### config.mk
export PLATFORM = sky130hd
export DESIGN_NAME = copwd_top
export DESIGN_NICKNAME = d
export VERILOG_FILES = /design/src/copwd_pkg.sv /design/src/copwd_chain_if.sv /design/src/copwd_top.sv /design/src/copwd_chain.sv
export SDC_FILE = /design/constraint.sdc
export NUM_CORES = 1
export LEC_CHECK = 0
export BUFFER_PORTS_ARGS = -buffer_cell sky130_fd_sc_hd__buf_2
export CAP_MARGIN = 20
export CORE_AREA = 2 2 82 84
export DETAILED_ROUTE_END_ITERATION = 10
export DIE_AREA = 0 0 84 86
export GPL_TIMING_DRIVEN = 0
export PLACE_DENSITY_LB_ADDON = 0.25
export SYNTH_ARGS = -nofsm -noshare
export SYNTH_HDL_FRONTEND = slang
export SYNTH_SLANG_ARGS = --single-unit
### constraint.sdc
create_clock -name clk_i -period 4.43 [get_ports clk_i]
set_clock_uncertainty 0.05 [all_clocks]
set_input_delay 0.443 -clock clk_i [delete_from_list [all_inputs] [get_ports clk_i]]
set_output_delay 0.443 -clock clk_i [all_outputs]
set_load 0.005 [all_outputs]
### src/copwd_pkg.sv
// Constants shared by the watchdog counter chain and its register front end.
// Assumes one clock, clk_i, which doubles as the reference clock.
package copwd_pkg;

  // ---------------------------------------------------------------------
  // Counter chain
  // ---------------------------------------------------------------------
  localparam int PRE_W        = 12;      // Width of the system prescaler.
  localparam int COP_W        = 6;       // Width of the watchdog counter.
  localparam int SVC_LO       = 4;       // Lowest prescaler bit a service clears.
  localparam int SVC_HI       = 11;      // Highest prescaler bit a service clears.
  localparam int LONG_CYCLES  = 262128;  // Timeout with rate select at 0.
  localparam int SHORT_CYCLES = 8176;    // Timeout with rate select at 1.
  // The low prescaler bits survive a service, so the printed figures sit
  // one slack short of a power of two; the counter top is derived from it.
  localparam int SVC_SLACK    = 2 ** SVC_LO;
  localparam int PRE_SPAN     = 2 ** PRE_W;
  localparam logic [COP_W-1:0] LONG_TOP  =
    COP_W'((LONG_CYCLES + SVC_SLACK) / PRE_SPAN - 1);
  localparam logic [COP_W-1:0] SHORT_TOP =
    COP_W'((SHORT_CYCLES + SVC_SLACK) / PRE_SPAN - 1);
  localparam logic [PRE_W-1:0] PRE_MAX   = {PRE_W{1'b1}};

  // ---------------------------------------------------------------------
  // Reset pulse and power-up delay
  // ---------------------------------------------------------------------
  localparam logic [5:0]  PULSE_CYCLES = 6'h20;   // Pin low time, 32 cycles.
  localparam logic [12:0] POR_CYCLES   = 13'h1000; // Power-up clear, 4096.

  // ---------------------------------------------------------------------
  // Register indexes; byte address is four times the index
  // ---------------------------------------------------------------------
  localparam logic [15:0] IDX_CONFIG  = 16'h0000;
  localparam logic [15:0] IDX_STATUS  = 16'h0001;
  localparam logic [15:0] IDX_MASK    = 16'h0002;
  localparam logic [15:0] IDX_COUNT   = 16'h0003;
  localparam logic [15:0] IDX_SERVICE = 16'hffff;
  localparam int BIT_RATE    = 0;   // Configuration: timeout rate select.
  localparam int BIT_DISABLE = 1;   // Configuration: watchdog disable.
  localparam int BIT_CAUSE   = 0;   // Status and mask: watchdog reset cause.
  localparam int BIT_PIN     = 18;  // Count register: sensed reset pin level.

  // True once every bit of the top pattern is set in the watchdog counter.
  function automatic logic copwd_top_hit(input logic [COP_W-1:0] cnt,
                                         input logic [COP_W-1:0] top);
    copwd_top_hit = ((cnt & top) == top);
  endfunction

endpackage

### src/copwd_chain_if.sv
// Interface between the watchdog register front end and its counter chain.
// Assumes both ends run on the same clock.
`timescale 1ns/1ps
interface copwd_chain_if;
  import copwd_pkg::*;
  logic             clear_all;   // Clears prescaler and watchdog counter.
  logic             clear_pre;   // Clears the whole prescaler.
  logic             clear_upper; // Clears counter and upper prescaler bits.
  logic             count_en;    // Counting allowed this cycle.
  logic             rate_sel;    // One selects the short timeout.
  logic             overflow;    // Timeout reached this cycle.
  logic [PRE_W-1:0] pre;         // Prescaler value.
  logic [COP_W-1:0] cop;         // Watchdog counter value.

  modport ctl   (output clear_all, clear_pre, clear_upper, count_en,
                 rate_sel, input overflow, pre, cop);
  modport chain (input clear_all, clear_pre, clear_upper, count_en,
                 rate_sel, output overflow, pre, cop);
endinterface

### src/copwd_top.sv
// Watchdog with a classic Wishbone register slave and a reset pulse driver.
// Assumes all control inputs are synchronous to clk_i, the reference clock.
//
// Design decision made here: the Wishbone slave port.
`timescale 1ns/1ps
// How it works
// - 6-bit counter fed by 12-bit prescaler.
// - Unserviced, overflow forces reset at timeout.
// - Reset clears rate select; long timeout.
// - Service write clears counter, prescaler upper.
// - Service read returns reset vector low.
// - Overflow: pin low 32 cycles, cause flag.
// - Monitor mode test voltage disables watchdog.
// - Break with reset test voltage disables.
// - Stop instruction clears the prescaler.
// - Stop mode gates counting off.
// - Prescaler cleared 4096 cycles after power-up.
// - Internal reset clears prescaler and counter.
// - Reset vector fetch clears the prescaler.
// - Disable bit set means no reset.
// - No processor interrupt; reset only.
// - Counting continues during wait mode.
module copwd_top
  import copwd_pkg::*;
(
  input  wire logic        clk_i,           // Reference clock.
  input  wire logic        rst_i,           // Internal reset, high.
  input  wire logic        wb_cyc_i,        // Wishbone cycle.
  input  wire logic        wb_stb_i,        // Wishbone strobe.
  input  wire logic        wb_we_i,         // Wishbone write.
  input  wire logic [17:0] wb_adr_i,        // Wishbone byte address.
  input  wire logic [3:0]  wb_sel_i,        // Wishbone byte selects.
  input  wire logic [31:0] wb_dat_i,        // Wishbone write data.
  output logic      [31:0] wb_dat_o,        // Wishbone read data.
  output logic             wb_ack_o,        // Wishbone acknowledge.
  input  wire logic [7:0]  reset_vec_lo_i,  // Low byte of the reset vector.
  input  wire logic        monitor_i,       // Monitor mode.
  input  wire logic        break_i,         // Break state.
  input  wire logic        tst_rst_i,       // Test voltage on reset pin.
  input  wire logic        tst_irq_i,       // Test voltage on interrupt pin.
  input  wire logic        stop_i,          // Stop mode level.
  input  wire logic        stop_exec_i,     // Stop instruction pulse.
  input  wire logic        vector_fetch_i,  // Reset vector fetch pulse.
  input  wire logic        rst_pin_i,       // Sensed reset pin level.
  output logic             rst_pin_o,       // Reset pin drive level.
  output logic             rst_pin_oe_n_o,  // Reset pin enable, low drives.
  output logic             sys_reset_o,     // Reset request to the system.
  output logic             irq_o            // Cause flag event line.
);

  // ---------------------------------------------------------------------
  // Declarations
  // ---------------------------------------------------------------------
  copwd_chain_if ch ();                 // Link to the counter chain.

  logic        req;                     // New bus request this cycle.
  logic        wr;                      // New bus write this cycle.
  logic        rd;                      // New bus read this cycle.
  logic [15:0] idx;                     // Register index of the request.
  logic        cfg_rate_q;              // Timeout rate select.
  logic        cfg_dis_q;               // Watchdog disable.
  logic        cause_q;                 // Watchdog reset cause flag.
  logic        mask_q;                  // Event mask for the cause flag.
  logic        svc_q;                   // Registered service strobe.
  logic [5:0]  pulse_cnt_q;             // Remaining reset pulse cycles.
  logic [5:0]  pulse_cnt_d;             // Next pulse count.
  logic [12:0] por_cnt_q;               // Cycles since reset release.
  logic        por_fire;                // Power-up prescaler clear.
  logic        tst_block;               // Test voltage blocks counting.
  logic        ack_q;                   // Bus acknowledge.
  logic [31:0] dat_q;                   // Bus read data.
  logic        oe_n_q;                  // Pin enable, low while driving.
  logic        pin_q;                   // Pin level, always low when driven.
  logic        sysrst_q;                // Reset request level.
  logic        irq_q;                   // Event line.

  // ---------------------------------------------------------------------
  // Bus decode
  // ---------------------------------------------------------------------
  // A request is new while cyc and stb stand and ack has not been given.
  assign req = wb_cyc_i && wb_stb_i && !ack_q;
  assign wr  = req && wb_we_i;
  assign rd  = req && !wb_we_i;
  assign idx = wb_adr_i[17:2];

  // Acknowledge one cycle after the request; it drops the cycle after.
  always_ff @(posedge clk_i) begin
    if (rst_i) begin
      ack_q <= 1'b0;
    end else begin
      ack_q <= req;
    end
  end

  // Read data is captured with the request; unmapped reads give zero.
  always_ff @(posedge clk_i) begin
    if (rst_i) begin
      dat_q <= '0;
    end else if (rd) begin
      dat_q <= '0;
      unique case (idx)
        IDX_CONFIG: begin
          dat_q[BIT_RATE]    <= cfg_rate_q;
          dat_q[BIT_DISABLE] <= cfg_dis_q;
        end
        IDX_STATUS: begin
          dat_q[BIT_CAUSE] <= cause_q;
        end
        IDX_MASK: begin
          dat_q[BIT_CAUSE] <= mask_q;
        end
        IDX_COUNT: begin
          dat_q[PRE_W+COP_W-1:0] <= {ch.cop, ch.pre};
          dat_q[BIT_PIN]         <= rst_pin_i;
        end
        IDX_SERVICE: begin
          // The location overlaps the vector, so a read has no side effect.
          dat_q[7:0] <= reset_vec_lo_i;
        end
        default: begin
          dat_q <= '0;
        end
      endcase
    end
  end

  // ---------------------------------------------------------------------
  // Configuration and mask registers
  // ---------------------------------------------------------------------
  // Reset selects the long timeout and leaves the watchdog enabled.
  always_ff @(posedge clk_i) begin
    if (rst_i) begin
      cfg_rate_q <= 1'b0;
      cfg_dis_q  <= 1'b0;
    end else if (wr && idx == IDX_CONFIG && wb_sel_i[0]) begin
      cfg_rate_q <= wb_dat_i[BIT_RATE];
      cfg_dis_q  <= wb_dat_i[BIT_DISABLE];
    end
  end

  // Mask register of the same layout as the status register.
  always_ff @(posedge clk_i) begin
    if (rst_i) begin
      mask_q <= 1'b0;
    end else if (wr && idx == IDX_MASK && wb_sel_i[0]) begin
      mask_q <= wb_dat_i[BIT_CAUSE];
    end
  end

  // ---------------------------------------------------------------------
  // Service strobe
  // ---------------------------------------------------------------------
  // Any write to the service location counts, whatever the data or lanes.
  // Registering it lets the chain see the clear ahead of the overflow test.
  always_ff @(posedge clk_i) begin
    if (rst_i) begin
      svc_q <= 1'b0;
    end else begin
      svc_q <= wr && (idx == IDX_SERVICE);
    end
  end

  // ---------------------------------------------------------------------
  // Power-up delay
  // ---------------------------------------------------------------------
  // Counts once from reset release and fires a single prescaler clear.
  always_ff @(posedge clk_i) begin
    if (rst_i) begin
      por_cnt_q <= '0;
    end else if (por_cnt_q != POR_CYCLES) begin
      por_cnt_q <= por_cnt_q + 1'b1;
    end
  end
  assign por_fire = (por_cnt_q == POR_CYCLES - 1'b1);

  // ---------------------------------------------------------------------
  // Chain controls
  // ---------------------------------------------------------------------
  // Monitor mode honours either pin; the break state only the reset pin.
  assign tst_block = (monitor_i && (tst_rst_i || tst_irq_i)) ||
                     (break_i && tst_rst_i);
  // Wait mode is not an input: the chain simply keeps counting in it.
  assign ch.count_en    = !stop_i && !cfg_dis_q && !tst_block;
  assign ch.clear_pre   = stop_exec_i || vector_fetch_i || por_fire;
  assign ch.clear_upper = svc_q;
  // The chain is held clear while this block drives its own reset pulse.
  assign ch.clear_all   = (pulse_cnt_q != '0);
  assign ch.rate_sel    = cfg_rate_q;

  copwd_chain u_chain (
    .clk_i (clk_i),
    .rst_i (rst_i),
    .ch    (ch)
  );

  // ---------------------------------------------------------------------
  // Reset pulse
  // ---------------------------------------------------------------------
  // An overflow loads the pulse length; the pin is driven while it runs.
  always_comb begin
    pulse_cnt_d = pulse_cnt_q;
    if (ch.overflow) begin
      pulse_cnt_d = PULSE_CYCLES;
    end else if (pulse_cnt_q != '0) begin
      pulse_cnt_d = pulse_cnt_q - 1'b1;
    end
  end

  // Pulse counter and the pin and request flops follow it directly.
  always_ff @(posedge clk_i) begin
    if (rst_i) begin
      pulse_cnt_q <= '0;
      oe_n_q      <= 1'b1;
      sysrst_q    <= 1'b0;
      pin_q       <= 1'b0;
    end else begin
      pulse_cnt_q <= pulse_cnt_d;
      oe_n_q      <= (pulse_cnt_d == '0);
      sysrst_q    <= (pulse_cnt_d != '0);
      pin_q       <= 1'b0;
    end
  end

  // ---------------------------------------------------------------------
  // Cause flag and event line
  // ---------------------------------------------------------------------
  // Sticky flag, cleared by reading the status register; a new overflow in
  // the clearing cycle wins so that no timeout goes unrecorded.
  always_ff @(posedge clk_i) begin
    if (rst_i) begin
      cause_q <= 1'b0;
    end else if (ch.overflow) begin
      cause_q <= 1'b1;
    end else if (rd && idx == IDX_STATUS) begin
      cause_q <= 1'b0;
    end
  end

  // This line only mirrors the masked flag; nothing here requests a
  // processor interrupt, the timeout acts through the reset alone.
  always_ff @(posedge clk_i) begin
    if (rst_i) begin
      irq_q <= 1'b0;
    end else begin
      irq_q <= cause_q && mask_q;
    end
  end

  assign wb_ack_o       = ack_q;
  assign wb_dat_o       = dat_q;
  assign rst_pin_o      = pin_q;
  assign rst_pin_oe_n_o = oe_n_q;
  assign sys_reset_o    = sysrst_q;
  assign irq_o          = irq_q;

  // ---------------------------------------------------------------------
  // Checks
  // ---------------------------------------------------------------------
  property p_pulse_len;
    @(posedge clk_i) disable iff (rst_i)
    $fell(oe_n_q) |-> (!oe_n_q [*8]) ##24 !oe_n_q ##1 oe_n_q;
  endproperty
  a_pulse_len: assert property (p_pulse_len)
    else $error("reset pin pulse is not 32 cycles");

  property p_cause_set;
    @(posedge clk_i) disable iff (rst_i)
    ch.overflow |=> cause_q ##0 !oe_n_q ##0 sysrst_q;
  endproperty
  a_cause_set: assert property (p_cause_set)
    else $error("overflow did not record cause and drive the pin");

  property p_monitor_block;
    @(posedge clk_i) disable iff (rst_i)
    (monitor_i && (tst_rst_i || tst_irq_i)) |-> !ch.count_en;
  endproperty
  a_monitor_block: assert property (p_monitor_block)
    else $error("watchdog counted under monitor test voltage");

  property p_break_block;
    @(posedge clk_i) disable iff (rst_i)
    (break_i && !monitor_i && !stop_i && !cfg_dis_q)
      |-> (ch.count_en == !tst_rst_i);
  endproperty
  a_break_block: assert property (p_break_block)
    else $error("break state gating of the watchdog is wrong");

  property p_disabled_quiet;
    @(posedge clk_i) disable iff (rst_i)
    (cfg_dis_q && pulse_cnt_q == '0) |=> oe_n_q && !sysrst_q;
  endproperty
  a_disabled_quiet: assert property (p_disabled_quiet)
    else $error("disabled watchdog produced a reset");

  property p_por_clear;
    @(posedge clk_i) disable iff (rst_i)
    por_fire |=> (ch.pre == '0) ##1 (por_cnt_q == POR_CYCLES);
  endproperty
  a_por_clear: assert property (p_por_clear)
    else $error("power-up prescaler clear missing");

  property p_service_wins;
    @(posedge clk_i) disable iff (rst_i)
    (wr && idx == IDX_SERVICE) |=> !ch.overflow ##1 (ch.cop == '0);
  endproperty
  a_service_wins: assert property (p_service_wins)
    else $error("service did not beat a pending overflow");

  property p_rate_reset;
    @(posedge clk_i)
    rst_i |=> !cfg_rate_q && !cause_q;
  endproperty
  a_rate_reset: assert property (p_rate_reset)
    else $error("reset left rate select or cause set");

  // A read of the service location overlaps the vector and must never be
  // mistaken for a service, or a stray read would hide a runaway program.
  property p_read_quiet;
    @(posedge clk_i) disable iff (rst_i)
    (rd && idx == IDX_SERVICE) |=> !svc_q;
  endproperty
  a_read_quiet: assert property (p_read_quiet)
    else $error("service read acted as a service");

  property p_stop_gate;
    @(posedge clk_i) disable iff (rst_i)
    stop_i |-> !ch.count_en;
  endproperty
  a_stop_gate: assert property (p_stop_gate)
    else $error("watchdog counted in stop mode");

  property p_event_line;
    @(posedge clk_i) disable iff (rst_i)
    (cause_q && mask_q) |=> irq_q;
  endproperty
  a_event_line: assert property (p_event_line)
    else $error("masked cause flag did not raise the event line");

  property p_reset_quiet;
    @(posedge clk_i)
    rst_i |=> oe_n_q && !sysrst_q && !irq_q;
  endproperty
  a_reset_quiet: assert property (p_reset_quiet)
    else $error("internal reset left the pin or event line active");

endmodule

### src/copwd_chain.sv
// Prescaler and watchdog counter of the watchdog.
// Assumes the controls arrive registered on the same clock.
`timescale 1ns/1ps
module copwd_chain
  import copwd_pkg::*;
(
  input  wire logic   clk_i,
  input  wire logic   rst_i,
  copwd_chain_if.chain ch
);

  logic [PRE_W-1:0] pre_q;   // Free-running system prescaler.
  logic [COP_W-1:0] cop_q;   // Watchdog counter fed by the prescaler carry.
  logic             wrap;    // Prescaler carry this cycle.

  // ---------------------------------------------------------------------
  // Carry and overflow
  // ---------------------------------------------------------------------
  // A clear of any kind swallows the carry of the same cycle, so neither
  // the watchdog counter nor the overflow moves while the prescaler resets.
  // Without this a power-up clear landing on a carry would bump the counter
  // and shorten, or for the long rate wrap away, the next timeout.
  assign wrap = ch.count_en && (pre_q == PRE_MAX) && !ch.clear_all &&
                !ch.clear_pre && !ch.clear_upper;
  assign ch.overflow = wrap &&
                       copwd_top_hit(cop_q, ch.rate_sel ? SHORT_TOP :
                                                          LONG_TOP);
  assign ch.pre = pre_q;
  assign ch.cop = cop_q;

  // Prescaler: whole clears first, then the service clear of its upper bits.
  always_ff @(posedge clk_i) begin
    if (rst_i || ch.clear_all) begin
      pre_q <= '0;
    end else if (ch.clear_pre) begin
      pre_q <= '0;
    end else if (ch.clear_upper) begin
      pre_q[SVC_HI:SVC_LO] <= '0;
    end else if (ch.count_en) begin
      pre_q <= pre_q + 1'b1;
    end
  end

  // Watchdog counter: advances only on the prescaler carry.
  always_ff @(posedge clk_i) begin
    if (rst_i || ch.clear_all || ch.clear_upper) begin
      cop_q <= '0;
    end else if (wrap) begin
      cop_q <= cop_q + 1'b1;
    end
  end

  // ---------------------------------------------------------------------
  // Checks
  // ---------------------------------------------------------------------
  property p_service_clear;
    @(posedge clk_i) disable iff (rst_i)
    ch.clear_upper |=> (cop_q == '0) && (pre_q[SVC_HI:SVC_LO] == '0);
  endproperty
  a_service_clear: assert property (p_service_clear)
    else $error("service did not clear the counter chain");

  property p_pre_clear;
    @(posedge clk_i) disable iff (rst_i)
    ch.clear_pre |=> (pre_q == '0);
  endproperty
  a_pre_clear: assert property (p_pre_clear)
    else $error("prescaler clear did not take effect");

  property p_gated_hold;
    @(posedge clk_i) disable iff (rst_i)
    (!ch.count_en && !ch.clear_all && !ch.clear_pre && !ch.clear_upper)
      |=> $stable(pre_q) && $stable(cop_q);
  endproperty
  a_gated_hold: assert property (p_gated_hold)
    else $error("counter moved while counting was gated");

  property p_overflow_point;
    @(posedge clk_i) disable iff (rst_i)
    ch.overflow |-> (pre_q == PRE_MAX) &&
      (ch.rate_sel ? cop_q[0] : (cop_q == LONG_TOP));
  endproperty
  a_overflow_point: assert property (p_overflow_point)
    else $error("overflow away from the timeout point");

  property p_internal_reset;
    @(posedge clk_i)
    rst_i |=> (pre_q == '0) && (cop_q == '0);
  endproperty
  a_internal_reset: assert property (p_internal_reset)
    else $error("reset left the counter chain non-zero");

endmodule

==> flow_summary.toml <==
[run]
max_cap_violations = 0

[floorplanning]
io_pins = 112
initial_core_util_pct = 49.1
core-area_sq_mm = 0.00628
die_h_um = 86
rows = 29
die-width_um = 84
die-area_sq_mm = 0.00722

[clock_tree]
clock_latency_ps = 340
cts_hold_buf = 0
clk_pin_slew_ps = 70
cts_tree = "done"
cts_setup_buffers = 0
clock_sinks = 65
ctsResizeCount = 0
cts_buffers = 9
cts_root_buf = "clkbuf_8"
cts-htree-levels = 3
max-clock-path-buffers = 2

[detailed_routing]
vias_per_cell = 5.31
wl_per_cell_um = 12.9
dr.pass1.iters = 4
antenna_left = 0
vias = 2828
drc = 0
wl_um = 6860
first_iter_violations = 125

[critical_path]
critPathArrivalTime_ps = 2520
cp_max_fo = 8
rrSetupSlack_ps = 2130
crit_start = "pulse_cnt_q[0]"
crit_type = "flip-flop to flip-flop"
cp-start-kind = "flip-flop"
r2r_start = "pulse_cnt_q[0]"
cp-end-kind = "flip-flop"
required_ps = 4650

[synth]
ys_seq_elements = 65
synth_most_common_cell = "dfxtp_1"
synth-simple-area-share_pct = 29.9
synth_top_cells_by_area = "dfxtp_1 (42%), nor2_1 (6.5%), xnor2_1 (5.1%), a21oi_1 (3.9%), nand2_1 (3.9%)"
synth_common_cells = "dfxtp_1 (65), nor2_1 (53), nand2_1 (32), a21oi_1 (24), nand3_1 (20)"
synth_ff_type = "dfxtp_1"
syn_area_per_cell_sq_um = 8.39
synth-compound-area-share_pct = 10.2
synth_top_cell_area_share_pct = 42.3
synth-edff-count = 0
synth_top_family_by_area = "simple AND/OR/NAND/NOR gates"
synth-adder-area-share_pct = 2.03
syn_inst = 367
async_flop_share_pct = 0
muxShareOfSynthArea_pct = 2.03
synth_warnings = 0
syn_area_sq_mm = 0.00308
ys_types = 49
yosysTopAreaCell = "dfxtp_1"
synth_xor_area_share_pct = 7.11
yosysSeqAreaShare_pct = 42.3

[placed_design]
placed_cells = 519
place_congestion = 0.849
dp_hpwl_um = 5150
port_buffers = 62
place_ws_ps = 1920

[cells_and_area]
fin_cells = 533
post-route-util_pct = 58.7
n_antenna_cell = 0
drive_gt1_share_pct = 21.5
layout.nets = 533
area.growth.synth_to_final_pct = 19.7

[power_and_ir_drop]
p_leak_nw = 1.41
powerDensity_mw_per_mm2 = 365
power_mw = 1.35
vdd_ir_drop_max_mv = 0.202

[timing]
slew_headroom_pct = 44.2
period_share_pct = 52.0
finalHoldViolCount = 0
post-route-min-period_ps = 2300
setup-tns-final_ps = 0
setup_ws_ps = 2130
report.final.slew_viol_count = 0
rsz0062_at_grt = "no"
fmax_ghz = 0.434
setup_viol_count_final = 0
tightest_slew_ps = 829

[run_status]
status = "finished, final reports clean"

[global_route]
grt_pass1_vias = 2635
grt.total_usage_pct = 20.0
grt_pass1_wl_um = 11700
grt_max_degree = 11
antenna_found_initial = 0
grt_overflow = 0

[min_path]
holdCritPathClass = "primary input to flip-flop"
hp-start = "wb_dat_i[1]"
path summary, 6_finish.rpt:
path                                          end  cells past startpoint
worst min-delay path                    cfg_dis_q                      3
worst max register to register  u_chain.ch.cop[2]                      8
worst min register to register       wb_dat_o[13]                      2
worst max-delay path            u_chain.ch.cop[2]                      8
layout make-up:
type | instances | area [sq um]
clock inverter | 4 | 22.5
clock buffer | 10 | 128
timing repair buffer | 62 | 310
buffer | 27 | 155
tap | 77 | 96.3
fill | 601 | 2590
sequential | 65 | 1300
multi-input combinational | 278 | 1630
inverter | 10 | 37.5
through the flow:
step | hold WS [ps] | area (sq um)
global route | 306 | 3680
global placement | 387 | 3530
detailed placement | 392 | 3530
CTS | 283 | 3680
floorplan | 370 | 3130
finish | 292 | 3680
flip-flops by register name, indices dropped and copies added (netlist names):
register and count:
cause_q 1, cfg_dis_q 1, cfg_rate_q 1, ch.clear_upper 1
irq_o 1, mask_q 1, por_cnt_q 13, pulse_cnt_q 6
rst_pin_oe_n_o 1, sys_reset_o 1, u_chain.ch.cop 6, u_chain.ch.pre 12
wb_ack_o 1, wb_dat_o 19
metal layers:
layer,GRT usage [%],wire [um],share of wire [%]
met1,24.4,3210,47
met2,34.5,3190,47
met5,0,0,0
met4,8.80,94,1.4
met3,4.04,370,5.4
cells in the final DEF (no fill, tap or decap), types with 2 or more instances in the layout:
cell	n
dfxtp_1	65
buf_2	63
nor2_1	53
nand2_1	32
a21oi_1	24
nand3_1	20
xnor2_1	18
nor3_1	17
buf_4	14
conb_1	14
clkbuf_1	12
nand4_1	12
inv_1	10
clkbuf_8	9
nor4_1	8
or3_1	8
a221oi_1	7
xor2_1	7
o21ai_0	7
ha_1	5
and3_1	4
mux2i_1	4
o31ai_1	4
o2111ai_1	3
clkinv_2	3
nand3b_1	2
nand2b_1	2
nor4b_1	2
a31oi_1	2
and2_1	2
and3b_1	2
kinds of logic after synthesis:
family | count (synthesis)
AO/OA/AOI/OAI | 51
other | 1
multiplexers | 5
flip-flops | 65
XOR/XNOR | 25
buffers and inverters | 37
adder cells (fa/ha/maj) | 5
AND/OR/NAND/NOR | 178
worst max-delay path: stages, from the launching register on:
cell	delay, ps
dfxtp_1	360
inv_1	70
ha_1	220
nor4b_4	280
nand3b_1	110
or4_1	470
buf_2	170
or3_1	350
a21oi_1	140
power by group:
part           leakage, nW  internal (mW)  switching [mW]
sequential           0.527          0.622          0.0348
combinational        0.807          0.130           0.148
clock               0.0778          0.194           0.218
total                 1.41          0.945           0.401
(Power assumes the default switching activity.)
